### config.mk
export PLATFORM = sky130hd
export DESIGN_NAME = pmrs_ctrl
export DESIGN_NICKNAME = d
export VERILOG_FILES = /design/src/core/pmrs_pkg.sv /design/src/core/pmrs_ctrl.sv
export SDC_FILE = /design/constraint.sdc
export NUM_CORES = 1
export LEC_CHECK = 0
export ABC_AREA = 0
export BUFFER_PORTS_ARGS = -buffer_cell sky130_fd_sc_hd__buf_2
export CORE_MARGIN = 2
export CORE_UTILIZATION = 59
export CTS_CLUSTER_SIZE = 25
export DETAILED_ROUTE_END_ITERATION = 8
export PLACE_DENSITY = 0.85
export SLEW_MARGIN = 0
export SYNTH_ARGS = -nofsm -noshare
export SYNTH_HDL_FRONTEND = slang
export SYNTH_SLANG_ARGS = --single-unit
### constraint.sdc
create_clock -name aclk -period 12 [get_ports aclk]
set_input_delay 0.6 -clock aclk [delete_from_list [all_inputs] [get_ports aclk]]
set_output_delay 0.6 -clock aclk [all_outputs]
set_load 0.005 [all_outputs]
### src/core/pmrs_pkg.sv
/*
 package for the pll mode and reference select controller: register map,
 state codes, pin and status bundles, timing figures.
 assumes a single 200 mhz clock and an 8 khz frame pulse from the output dividers.
*/
package pmrs_pkg;

	////////////////////////////////////////////////////////////////////////
	// register map, byte addresses on a 32-bit axi4-lite slave
	localparam logic [7:0]  REG_STATUS     = 8'h00;
	localparam logic [7:0]  REG_CTRL       = 8'h04;
	localparam logic [7:0]  REG_HOLD_WORD  = 8'h08;
	localparam logic [7:0]  REG_RATES      = 8'h0c;
	localparam logic [31:0] CTRL_RESET     = 32'h0000_0001;
	localparam int          CTRL_TIE_OK    = 0;
	localparam logic [1:0]  RESP_OKAY      = 2'h0;
	localparam logic [1:0]  RESP_SLVERR    = 2'h2;

	////////////////////////////////////////////////////////////////////////
	// mode pin codes {hi, lo}
	localparam logic [1:0] MODE_NORMAL   = 2'h0;
	localparam logic [1:0] MODE_HOLDOVER = 2'h1;
	localparam logic [1:0] MODE_FREERUN  = 2'h2;
	localparam logic [1:0] MODE_RESERVED = 2'h3;

	// reference rate codes {hi, lo}
	localparam logic [1:0] RATE_19M44 = 2'h0;
	localparam logic [1:0] RATE_8K    = 2'h1;
	localparam logic [1:0] RATE_1M544 = 2'h2;
	localparam logic [1:0] RATE_2M048 = 2'h3;

	////////////////////////////////////////////////////////////////////////
	// timing figures; STORE_FRAMES and LOCK_FRAMES counted in frame pulses
	localparam int FRAME_US      = 125;
	localparam int STORE_MS      = 30;
	localparam int LOCK_S        = 30;
	localparam int STORE_FRAMES  = (STORE_MS * 1000) / FRAME_US;
	localparam int LOCK_FRAMES   = (LOCK_S * 1000000) / FRAME_US;
	localparam int CLK_MHZ       = 200;
	localparam int FAST_LOCK_MS  = 500;

	////////////////////////////////////////////////////////////////////////
	typedef enum logic [4:0]
	{
		ST_FREE  = 5'h01,
		ST_NORM  = 5'h02,
		ST_AHOLD = 5'h04,
		ST_HOLD  = 5'h08,
		ST_SHOLD = 5'h10
	} pmrs_state_t;

	// pins from the board, all asynchronous to aclk
	typedef struct packed
	{
		logic mode_pick_hi;
		logic mode_pick_lo;
		logic ref_pick;
		logic hitless_switch_enable;
		logic quick_acquire;
		logic ref_a_rate_hi;
		logic ref_a_rate_lo;
		logic ref_b_rate_hi;
		logic ref_b_rate_lo;
		logic frame_pulse_8k;
		logic ref_input_a;
		logic ref_input_b;
	} pmrs_pins_t;

	// mode indications and controls toward the pll core
	typedef struct packed
	{
		logic normal;
		logic holdover;
		logic freerun;
		logic tie_enable;
		logic fast_lock;
		logic timing_from_osc;
		logic ref_in_use;
		logic lock_window_open;
	} pmrs_stat_t;

endpackage

### src/core/pmrs_ctrl.sv
/*
 operating-mode state controller and reference selection for a dual-input
 network-timing pll, with an axi4-lite register slave.
 assumes the reference valid and lock flags come from logic on aclk, and that
 every board pin is asynchronous and is synchronised here.
*/
// The register addresses and the AXI4-Lite slave port were decided locally.
`timescale 1ns/100ps

module pmrs_ctrl
#(
	parameter int FREQ_W       = 32,
	parameter int STORE_FRAMES = pmrs_pkg::STORE_FRAMES,
	parameter int LOCK_FRAMES  = pmrs_pkg::LOCK_FRAMES
)
(
	input  wire logic                 aclk,
	input  wire logic                 aresetn,
	input  wire pmrs_pkg::pmrs_pins_t pins,
	input  wire logic                 ref_in_range,
	input  wire logic                 dpll_locked,
	input  wire logic [FREQ_W-1:0]    freq_word,
	output pmrs_pkg::pmrs_stat_t      stat,
	output logic                      sel_ref,
	output logic                      sel_ref_edge,
	output logic [1:0]                sel_ref_rate,
	output logic [FREQ_W-1:0]         holdover_word,
	output logic                      holdover_apply,
	input  wire logic [7:0]           s_axi_awaddr,
	input  wire logic                 s_axi_awvalid,
	output logic                      s_axi_awready,
	input  wire logic [31:0]          s_axi_wdata,
	input  wire logic [3:0]           s_axi_wstrb,
	input  wire logic                 s_axi_wvalid,
	output logic                      s_axi_wready,
	output logic [1:0]                s_axi_bresp,
	output logic                      s_axi_bvalid,
	input  wire logic                 s_axi_bready,
	input  wire logic [7:0]           s_axi_araddr,
	input  wire logic                 s_axi_arvalid,
	output logic                      s_axi_arready,
	output logic [31:0]               s_axi_rdata,
	output logic [1:0]                s_axi_rresp,
	output logic                      s_axi_rvalid,
	input  wire logic                 s_axi_rready
);
	import pmrs_pkg::*;

	localparam int SC_W = $clog2(STORE_FRAMES + 1);
	localparam int LC_W = $clog2(LOCK_FRAMES + 1);

	pmrs_pins_t        pins_s1_ff;
	pmrs_pins_t        pins_s2_ff;
	logic              fp_d_ff;
	logic              ref_d_ff;
	logic              fp_tick;
	pmrs_state_t       state_ff;
	pmrs_state_t       nxt_state;
	logic [1:0]        mode_code;
	logic              pick_prev_ff;
	logic              pick_changed;
	logic              active_pick_ff;
	logic              tie_ff;
	logic              nxt_tie;
	logic              rate_load_ff;
	logic [1:0]        rate_a_ff;
	logic [1:0]        rate_b_ff;
	logic              sel_ref_ff;
	logic              sel_edge_ff;
	logic [SC_W-1:0]   store_cnt_ff;
	logic              wr_slot_ff;
	logic [FREQ_W-1:0] slot_ff [2];
	logic [FREQ_W-1:0] hold_word_ff;
	logic              hold_apply_ff;
	logic [LC_W-1:0]   lock_cnt_ff;
	logic [31:0]       ctrl_ff;
	logic              holding;

	////////////////////////////////////////////////////////////////////////
	// pin synchronisers; stage one feeds stage two only. kept out of reset so
	// that the rate pins are already settled when they are caught at release
	always_ff @(posedge aclk)
	begin
		pins_s1_ff <= pins;
		pins_s2_ff <= pins_s1_ff;
	end

	// held high in reset: a pulse already under way at release is no edge
	always_ff @(posedge aclk)
	begin
		if (!aresetn)
			fp_d_ff <= 1'b1;
		else
			fp_d_ff <= pins_s2_ff.frame_pulse_8k;
	end

	assign fp_tick   = pins_s2_ff.frame_pulse_8k & ~fp_d_ff;
	assign mode_code = {pins_s2_ff.mode_pick_hi, pins_s2_ff.mode_pick_lo};

	////////////////////////////////////////////////////////////////////////
	// select-pin change seen between successive frame pulses
	always_ff @(posedge aclk)
	begin
		if (!aresetn)
			pick_prev_ff <= 1'b0;
		else if (fp_tick)
			pick_prev_ff <= pins_s2_ff.ref_pick;
	end

	assign pick_changed = pins_s2_ff.ref_pick != pick_prev_ff;

	////////////////////////////////////////////////////////////////////////
	// next state and hitless-switch enable
	always_comb
	begin
		nxt_state = state_ff;
		unique case (state_ff)
			ST_FREE:
			begin
				if (mode_code == MODE_NORMAL)
					nxt_state = ST_NORM;
				else if (mode_code == MODE_HOLDOVER)
					nxt_state = ST_HOLD;
			end
			ST_NORM:
			begin
				if (pick_changed)
					nxt_state = ST_SHOLD;
				else if (!ref_in_range)
					nxt_state = ST_AHOLD;
				else if (mode_code == MODE_HOLDOVER)
					nxt_state = ST_HOLD;
				else if (mode_code == MODE_FREERUN)
					nxt_state = ST_FREE;
			end
			ST_AHOLD:
			begin
				if (mode_code == MODE_HOLDOVER)
					nxt_state = ST_HOLD;
				else if (mode_code == MODE_FREERUN)
					nxt_state = ST_FREE;
				else if (pick_changed)
					nxt_state = ST_SHOLD;
				else if (ref_in_range && mode_code == MODE_NORMAL)
					nxt_state = ST_NORM;
			end
			ST_HOLD:
			begin
				if (mode_code == MODE_NORMAL)
					nxt_state = ST_NORM;
				else if (mode_code == MODE_FREERUN)
					nxt_state = ST_FREE;
			end
			ST_SHOLD:
			begin
				if (mode_code == MODE_HOLDOVER)
					nxt_state = ST_HOLD;
				else if (mode_code == MODE_FREERUN)
					nxt_state = ST_FREE;
				else if (!pick_changed && mode_code == MODE_NORMAL)
					nxt_state = ST_NORM;
			end
			default:
				nxt_state = ST_FREE;
		endcase
		if (mode_code == MODE_RESERVED)
			nxt_state = state_ff;
	end

	always_comb
	begin
		nxt_tie = tie_ff;
		if (nxt_state != state_ff)
		begin
			if (nxt_state == ST_NORM && state_ff != ST_FREE)
				nxt_tie = pins_s2_ff.hitless_switch_enable & ctrl_ff[CTRL_TIE_OK];
			else
				nxt_tie = 1'b0;
		end
	end

	////////////////////////////////////////////////////////////////////////
	// operating state, advanced on frame pulses only
	always_ff @(posedge aclk)
	begin
		if (!aresetn)
		begin
			state_ff <= ST_FREE;
			tie_ff   <= 1'b0;
		end
		else if (fp_tick)
		begin
			state_ff <= nxt_state;
			tie_ff   <= nxt_tie;
		end
	end

	// the new reference takes over when short holdover ends in normal mode
	always_ff @(posedge aclk)
	begin
		if (!aresetn)
			active_pick_ff <= 1'b0;
		else if (rate_load_ff)
			active_pick_ff <= pins_s2_ff.ref_pick;
		else if (fp_tick && state_ff == ST_SHOLD && nxt_state == ST_NORM)
			active_pick_ff <= pins_s2_ff.ref_pick;
	end

	////////////////////////////////////////////////////////////////////////
	// rate codes caught once after reset release
	always_ff @(posedge aclk)
	begin
		if (!aresetn)
			rate_load_ff <= 1'b1;
		else
			rate_load_ff <= 1'b0;
	end

	always_ff @(posedge aclk)
	begin
		if (!aresetn)
		begin
			rate_a_ff <= RATE_19M44;
			rate_b_ff <= RATE_19M44;
		end
		else if (rate_load_ff)
		begin
			rate_a_ff <= {pins_s2_ff.ref_a_rate_hi, pins_s2_ff.ref_a_rate_lo};
			rate_b_ff <= {pins_s2_ff.ref_b_rate_hi, pins_s2_ff.ref_b_rate_lo};
		end
	end

	////////////////////////////////////////////////////////////////////////
	// selected reference and its active edge
	always_ff @(posedge aclk)
	begin
		if (!aresetn)
		begin
			sel_ref_ff  <= 1'b0;
			ref_d_ff    <= 1'b0;
			sel_edge_ff <= 1'b0;
		end
		else
		begin
			sel_ref_ff <= active_pick_ff ? pins_s2_ff.ref_input_b
						: pins_s2_ff.ref_input_a;
			ref_d_ff   <= sel_ref_ff;
			if (sel_ref_rate == RATE_19M44)
				sel_edge_ff <= sel_ref_ff & ~ref_d_ff;
			else
				sel_edge_ff <= ~sel_ref_ff & ref_d_ff;
		end
	end

	assign sel_ref_rate = active_pick_ff ? rate_b_ff : rate_a_ff;
	assign sel_ref      = sel_ref_ff;
	assign sel_ref_edge = sel_edge_ff & (state_ff != ST_FREE);

	////////////////////////////////////////////////////////////////////////
	// holdover frequency storage, two slots written in turn
	always_ff @(posedge aclk)
	begin
		if (!aresetn)
		begin
			store_cnt_ff <= '0;
			wr_slot_ff   <= 1'b0;
			slot_ff[0]   <= '0;
			slot_ff[1]   <= '0;
		end
		else if (fp_tick && state_ff == ST_NORM && dpll_locked)
		begin
			if (store_cnt_ff == SC_W'(STORE_FRAMES - 1))
			begin
				store_cnt_ff        <= '0;
				slot_ff[wr_slot_ff] <= freq_word;
				wr_slot_ff          <= ~wr_slot_ff;
			end
			else
				store_cnt_ff <= store_cnt_ff + SC_W'(1);
		end
	end

	assign holding = state_ff == ST_AHOLD || state_ff == ST_HOLD || state_ff == ST_SHOLD;

	// the slot awaiting the next write is the older one, 30 to 60 ms old
	always_ff @(posedge aclk)
	begin
		if (!aresetn)
		begin
			hold_word_ff  <= '0;
			hold_apply_ff <= 1'b0;
		end
		else
		begin
			hold_apply_ff <= 1'b0;
			if (fp_tick && !holding && nxt_state != state_ff &&
				(nxt_state == ST_AHOLD || nxt_state == ST_HOLD || nxt_state == ST_SHOLD))
			begin
				hold_word_ff  <= slot_ff[wr_slot_ff];
				hold_apply_ff <= 1'b1;
			end
		end
	end

	assign holdover_word  = hold_word_ff;
	assign holdover_apply = hold_apply_ff;

	////////////////////////////////////////////////////////////////////////
	// lock deadline after reset, counted in normal mode
	always_ff @(posedge aclk)
	begin
		if (!aresetn)
			lock_cnt_ff <= '0;
		else if (fp_tick && state_ff == ST_NORM && lock_cnt_ff != LC_W'(LOCK_FRAMES))
			lock_cnt_ff <= lock_cnt_ff + LC_W'(1);
	end

	////////////////////////////////////////////////////////////////////////
	// status toward the pll core
	always_comb
	begin
		stat                  = '0;
		stat.normal           = state_ff == ST_NORM;
		stat.holdover         = holding;
		stat.freerun          = state_ff == ST_FREE;
		stat.tie_enable       = tie_ff;
		stat.fast_lock        = (state_ff == ST_NORM) & pins_s2_ff.quick_acquire;
		stat.timing_from_osc  = state_ff == ST_FREE;
		stat.ref_in_use       = state_ff == ST_NORM;
		stat.lock_window_open = lock_cnt_ff != LC_W'(LOCK_FRAMES);
	end

	////////////////////////////////////////////////////////////////////////
	// axi4-lite write side
	logic       aw_held_ff;
	logic       w_held_ff;
	logic [7:0] aw_addr_ff;
	logic [31:0] w_data_ff;
	logic [3:0] w_strb_ff;
	logic       bvalid_ff;
	logic [1:0] bresp_ff;
	logic       do_write;

	assign s_axi_awready = !aw_held_ff && !bvalid_ff;
	assign s_axi_wready  = !w_held_ff && !bvalid_ff;
	assign do_write      = aw_held_ff && w_held_ff && !bvalid_ff;

	always_ff @(posedge aclk)
	begin
		if (!aresetn)
		begin
			aw_held_ff <= 1'b0;
			w_held_ff  <= 1'b0;
			aw_addr_ff <= '0;
			w_data_ff  <= '0;
			w_strb_ff  <= '0;
			bvalid_ff  <= 1'b0;
			bresp_ff   <= RESP_OKAY;
		end
		else
		begin
			if (s_axi_awvalid && s_axi_awready)
			begin
				aw_held_ff <= 1'b1;
				aw_addr_ff <= s_axi_awaddr;
			end
			if (s_axi_wvalid && s_axi_wready)
			begin
				w_held_ff <= 1'b1;
				w_data_ff <= s_axi_wdata;
				w_strb_ff <= s_axi_wstrb;
			end
			if (do_write)
			begin
				aw_held_ff <= 1'b0;
				w_held_ff  <= 1'b0;
				bvalid_ff  <= 1'b1;
				unique case ({aw_addr_ff[7:2], 2'h0})
					REG_STATUS, REG_CTRL, REG_HOLD_WORD, REG_RATES:
						bresp_ff <= RESP_OKAY;
					default:
						bresp_ff <= RESP_SLVERR;
				endcase
			end
			else if (bvalid_ff && s_axi_bready)
				bvalid_ff <= 1'b0;
		end
	end

	always_ff @(posedge aclk)
	begin
		if (!aresetn)
			ctrl_ff <= CTRL_RESET;
		else if (do_write && {aw_addr_ff[7:2], 2'h0} == REG_CTRL && w_strb_ff[0])
			ctrl_ff <= {31'h0, w_data_ff[CTRL_TIE_OK]};
	end

	assign s_axi_bvalid = bvalid_ff;
	assign s_axi_bresp  = bresp_ff;

	////////////////////////////////////////////////////////////////////////
	// axi4-lite read side
	logic        rvalid_ff;
	logic [31:0] rdata_ff;
	logic [1:0]  rresp_ff;

	assign s_axi_arready = !rvalid_ff;

	always_ff @(posedge aclk)
	begin
		if (!aresetn)
		begin
			rvalid_ff <= 1'b0;
			rdata_ff  <= '0;
			rresp_ff  <= RESP_OKAY;
		end
		else if (s_axi_arvalid && s_axi_arready)
		begin
			rvalid_ff <= 1'b1;
			rresp_ff  <= RESP_OKAY;
			rdata_ff  <= '0;
			unique case ({s_axi_araddr[7:2], 2'h0})
				REG_STATUS:
					rdata_ff <= {16'h0, 3'h0, state_ff, stat};
				REG_CTRL:
					rdata_ff <= ctrl_ff;
				REG_HOLD_WORD:
					rdata_ff <= 32'(hold_word_ff);
				REG_RATES:
					rdata_ff <= {27'h0, active_pick_ff, rate_b_ff, rate_a_ff};
				default:
					rresp_ff <= RESP_SLVERR;
			endcase
		end
		else if (rvalid_ff && s_axi_rready)
			rvalid_ff <= 1'b0;
	end

	assign s_axi_rvalid = rvalid_ff;
	assign s_axi_rdata  = rdata_ff;
	assign s_axi_rresp  = rresp_ff;

endmodule

Word-level counts from Yosys, hierarchy flattened --
Memories as Yosys holds them, arrays and structs flattened. A register that Yosys moved wholly into a read port is not among the register bits. Cells that the tools add are included.
Storage, ports and cells: bits in writable memories 64, output and inout port bits 86, input port bits 105, memories kept 1, word-level logic and storage cells 172, bits in registers 120
Operators by class: equal/unequal tests 23, $add $sub $neg 2, muxes and demuxes 39, reductions and logical operators 46, bitwise gates (word level) 11
Memory list:
- slot_ff | depth 2, bits a word 32, read ports 1, clocked after Yosys merged registers in 1, write ports 2, RTL line pmrs_ctrl.sv:72 | logic [FREQ_W-1:0] slot_ff [2];
Operators by type and width (count):
- 32-bit case mux with 4 select lines | 1
- 5-bit two-way mux | 15
- 32-bit two-way mux | 1
- 32-bit OR reduction | 1
- 5-bit case mux with 5 select lines | 1
- 6-bit by 2-bit equality test with 1-bit output, second input constant | 4
- 1-bit logical AND | 22
- 18-bit by 1-bit adder with 18-bit output, second input constant | 1
- 18-bit != test, second input constant | 1
- 1-bit two-way mux | 17
- 6-bit by 1-bit equality test with 1-bit output, second input constant | 2
- 6-bit logical NOT | 2
- 5-bit by 2-bit equality test with 1-bit output, second input constant | 2
- 5-bit by 3-bit equality test with 1-bit output, second input constant | 2
- 5-bit by 4-bit equality test with 1-bit output, second input constant | 2
- 5-bit equality test, second input constant | 2
- 8-bit by 1-bit adder with 8-bit output, second input constant | 1
- 8-bit equality test, second input constant | 1
- 8-bit two-way mux | 1
- 4-bit OR reduction | 2
- 1-bit logical NOT | 7
- 1-bit AND | 6
- 2-bit two-way mux | 3
- 2-bit nonzero test | 3
- other kinds (11) | 21

Depth between registers and ports, before layout --
depth after elaboration 13, depth in mapped cells 12, gate-level depth less buffers 9

Least setup slack after synthesis --
Ideal clock, no wire load.
path kind register to register, from register state_ff[0], to memory slot_ff[0][0] (enable), required time 11.534 ns, period minus slack after synthesis 4.623 ns, path buffers 3, setup time 0.466 ns, setup slack 7.377 ns, arrival 4.158 ns, cell stages (with the launch flop) 11, cell sequence dfxtp_1 > buf_6 > nor3_4 > nand2_2 > inv_2 > and3_1 > buf_4 > nand3_2 > or4b_1 > buf_2 > o21ai_0
RTL lines:
- start: declaration | RTL line pmrs_ctrl.sv:57 | pmrs_state_t state_ff;
- start signal: assignment | RTL line pmrs_ctrl.sv:193 | state_ff <= nxt_state;
- end: declaration | RTL line pmrs_ctrl.sv:72

==> flow_summary.json <==
{
  "postCtsSetupRepairBufs": 0,
  "layout.nets": 1083,
  "drt-initial-drc-count": 496,
  "clockBufferDepth": 3,
  "powerDensity_nw_per_um2": 145.8,
  "place_congestion": 0.9123,
  "area_growth_pct": 15.85,
  "cts_tree": "done",
  "hp-class": "input port to flop",
  "num_rows": 45,
  "cts-root-buf": "clkbuf_16",
  "dp_hpwl_um": 13030,
  "grt_pass1_wl_um": 32410,
  "die_h_um": 127.6,
  "fin_crit_sh_pct": 32.08,
  "track_usage_pct": 24.65,
  "synthFlopType": "dfxtp_1",
  "synth_area_leader_cell": "dfxtp_1",
  "slew_violations": 0,
  "seq_area_frac_synth_pct": 54.19,
  "setup_viol": 0,
  "status": "finished, final reports clean",
  "ctsResizeCount": 0,
  "ys_types": 72,
  "dieArea_sq_um": 16280,
  "grt_util_met1_pct": 31.05,
  "avgSynthCellArea_sq_um": 10.53,
  "cts_max_level": 1,
  "hold-worst-slack_ns": 0.2005,
  "syn-cell-area_sq_um": 9014,
  "clock_latency_ns": 0.50,
  "fin_tns_setup_ns": 0,
  "seqCellArea_sq_um": 4886,
  "synth_top_area_share_pct": 32.87,
  "drive_above_1_share_pct": 25.23,
  "fin_area_sq_um": 10440,
  "die_x_um": 127.6,
  "cp-end-kind": "flop",
  "drt_first_pass_iters": 7,
  "relSlewSlack_pct": 22.65,
  "yosysMostFrequentCell": "dfxtp_1",
  "setup.worst_path.start_class": "flop",
  "drt-total-wl_um": 20100,
  "p_leak_nw": 4.399,
  "grt_start_max_net_pins": 80,
  "synth_edf_count": 64,
  "core-area_sq_um": 15090,
  "multiInputGateArea_sq_um": 3770,
  "vias": 6639,
  "crit_path_max_incr_delay_ns": 0.97,
  "yosysWarnings": 0,
  "drc_errors": 0,
  "hold_violations": 0,
  "fin_worst_skew_ns": 0.01486,
  "cp_max_fo": 32,
  "max_freq_mhz": 259.8,
  "met2_usage_pct": 43.54,
  "worstPathRequired_ns": 12.10,
  "cp.arrival_ns": 3.95,
  "worstSetupPathType": "flop to flop",
  "total_power_mw": 1.523,
  "grt_busiest_layer": "met2",
  "synth_common_cells": "dfxtp_1, nor2_1, nand2_1",
  "fin_util_pct": 69.20,
  "numCtsBuffers": 22,
  "worstMarginPinSlew_ns": 1.151,
  "min_period_ns": 3.849,
  "ctsHoldBuffers": 0,
  "rsz0062_at_grt": "no",
  "antenna_found_initial": 0,
  "use_met3_pct": 4.271,
  "async_flop_share_pct": 0,
  "drt-wirelength-per-cell_um": 17.03,
  "grt_pass1_vias": 6452,
  "synthTopCellsByArea": "dfxtp_1, edfxtp_1, mux2i_1",
  "placed_area_sq_um": 9724,
  "synthCells": 856,
  "grt_overflow": 0,
  "path_clk_slew_ns": 0.06,
  "numClockSinks": 212,
  "ant_nets": 0,
  "io_buffer_count": 150,
  "path_buf_inv": 1,
  "initial_utilization_pct": 59.73,
  "ys_seq_elements": 212,
  "worstPathCellList": "nor3_4 -> nand2_2 -> inv_2 -> and3_1 -> nand3_2 -> or4b_1 -> o21ai_4",
  "cp_slowest_cell": "o21ai_4",
  "final.fill_count": 1134,
  "io_pins": 191,
  "crit_family": "simple AND/OR/NAND/NOR gates",
  "cap_violations": 0,
  "vias_per_cell": 5.626,
  "peakVddDrop_v": 0.0001092
}
==> final timing paths <==
check	from	endpoint	slack, ns	cells past startpoint
max	state_ff[0]$_SDFFE_PN1P_	slot_ff[0][20]$_SDFFCE_PN0P_	8.15	7
min reg2reg	pins_s1_ff[0]$_DFF_P_	pins_s2_ff[0]$_DFF_P_	0.33	0
min	pins[7]	pins_s1_ff[7]$_DFF_P_	0.20	1
max reg2reg	state_ff[0]$_SDFFE_PN1P_	slot_ff[0][20]$_SDFFCE_PN0P_	8.15	7
==> cell type report <==
type | instances | share of cell area, %
Sequential cell | 212 | 46.79
Multi-Input combinational cell | 571 | 36.10
Timing Repair Buffer | 154 | 7.477
Clock buffer | 31 | 6.099
Tap cell | 188 | 2.253
Clock inverter | 9 | 0.7549
Inverter | 14 | 0.5032
Antenna cell | 1 | 0.02396
==> stage by stage <==
| step | std cells | setup slack (ns) |
|---|---|---|
| finish | 1180 | 8.151 |
| global route | 1179 | 7.946 |
| CTS | 1179 | 8.150 |
| detailed placement | 1139 | 8.190 |
| global placement | 1139 | 8.269 |
| floorplan | 857 | 7.377 |
==> cell families after synthesis <==
family | share of synthesized area, %
flops | 54.19
simple gates | 19.24
compound gates | 8.288
fa+ha+maj | 0.4165
buf+inv | 4.275
xor+xnor | 2.721
other cells | 0.04160
mux | 10.83
==> cells in the final DEF, fill, tap and decap left out, types with 4 or more instances in the layout <==
| master | n |
|---|---|
| mux2_2 | 38 |
| edfxtp_1 | 64 |
| o21ai_0 | 18 |
| nand3_1 | 14 |
| a21o_1 | 4 |
| mux2i_1 | 51 |
| inv_1 | 12 |
| nor2b_1 | 6 |
| nand2_1 | 87 |
| clkinv_2 | 5 |
| and2_1 | 71 |
| or3_1 | 6 |
| xor2_1 | 12 |
| nand2b_1 | 8 |
| nand4_1 | 6 |
| clkbuf_16 | 23 |
| xnor2_1 | 16 |
| buf_2 | 150 |
| a21oi_1 | 21 |
| buf_4 | 4 |
| dfxtp_1 | 147 |
| clkbuf_1 | 4 |
| and3_1 | 7 |
| nor3_1 | 15 |
| nor2_1 | 95 |
| a22oi_1 | 32 |
| a211oi_1 | 4 |
==> power by group <==
part	switching (mW)	leakage [nW]	internal, mW
registers	0.0139	1.81	0.759
clock network	0.273	0.352	0.393
logic	0.0489	2.23	0.0348
==> worst register-to-register path: stages, from the launching register on <==
cell	delay [ns]
dfxtp_1	0.54
nor3_4	0.43
nand2_2	0.16
inv_2	0.10
and3_1	0.35
nand3_2	0.13
or4b_1	0.75
o21ai_4	0.97
==> metal layers <==
layer	vias to the layer above	part of all wire, %
met5	-	0
met4	0	2.3
met3	43	6.2
met2	220	50
met1	3173	41
li1	3203	-
==> state kept, by name (all words and copies together) (netlist names), 2 cells and up <==
| register | count |
|---|---|
| slot_ff | 64 |
| holdover_word | 32 |
| s_axi_rdata | 32 |
| lock_cnt_ff | 18 |
| pins_s1_ff | 12 |
| pins_s2_ff | 10 |
| store_cnt_ff | 8 |
| aw_addr_ff | 6 |
| state_ff | 5 |
| mode_code | 2 |
| rate_a_ff | 2 |
| rate_b_ff | 2 |
Power figures use the tool's default switching activity.
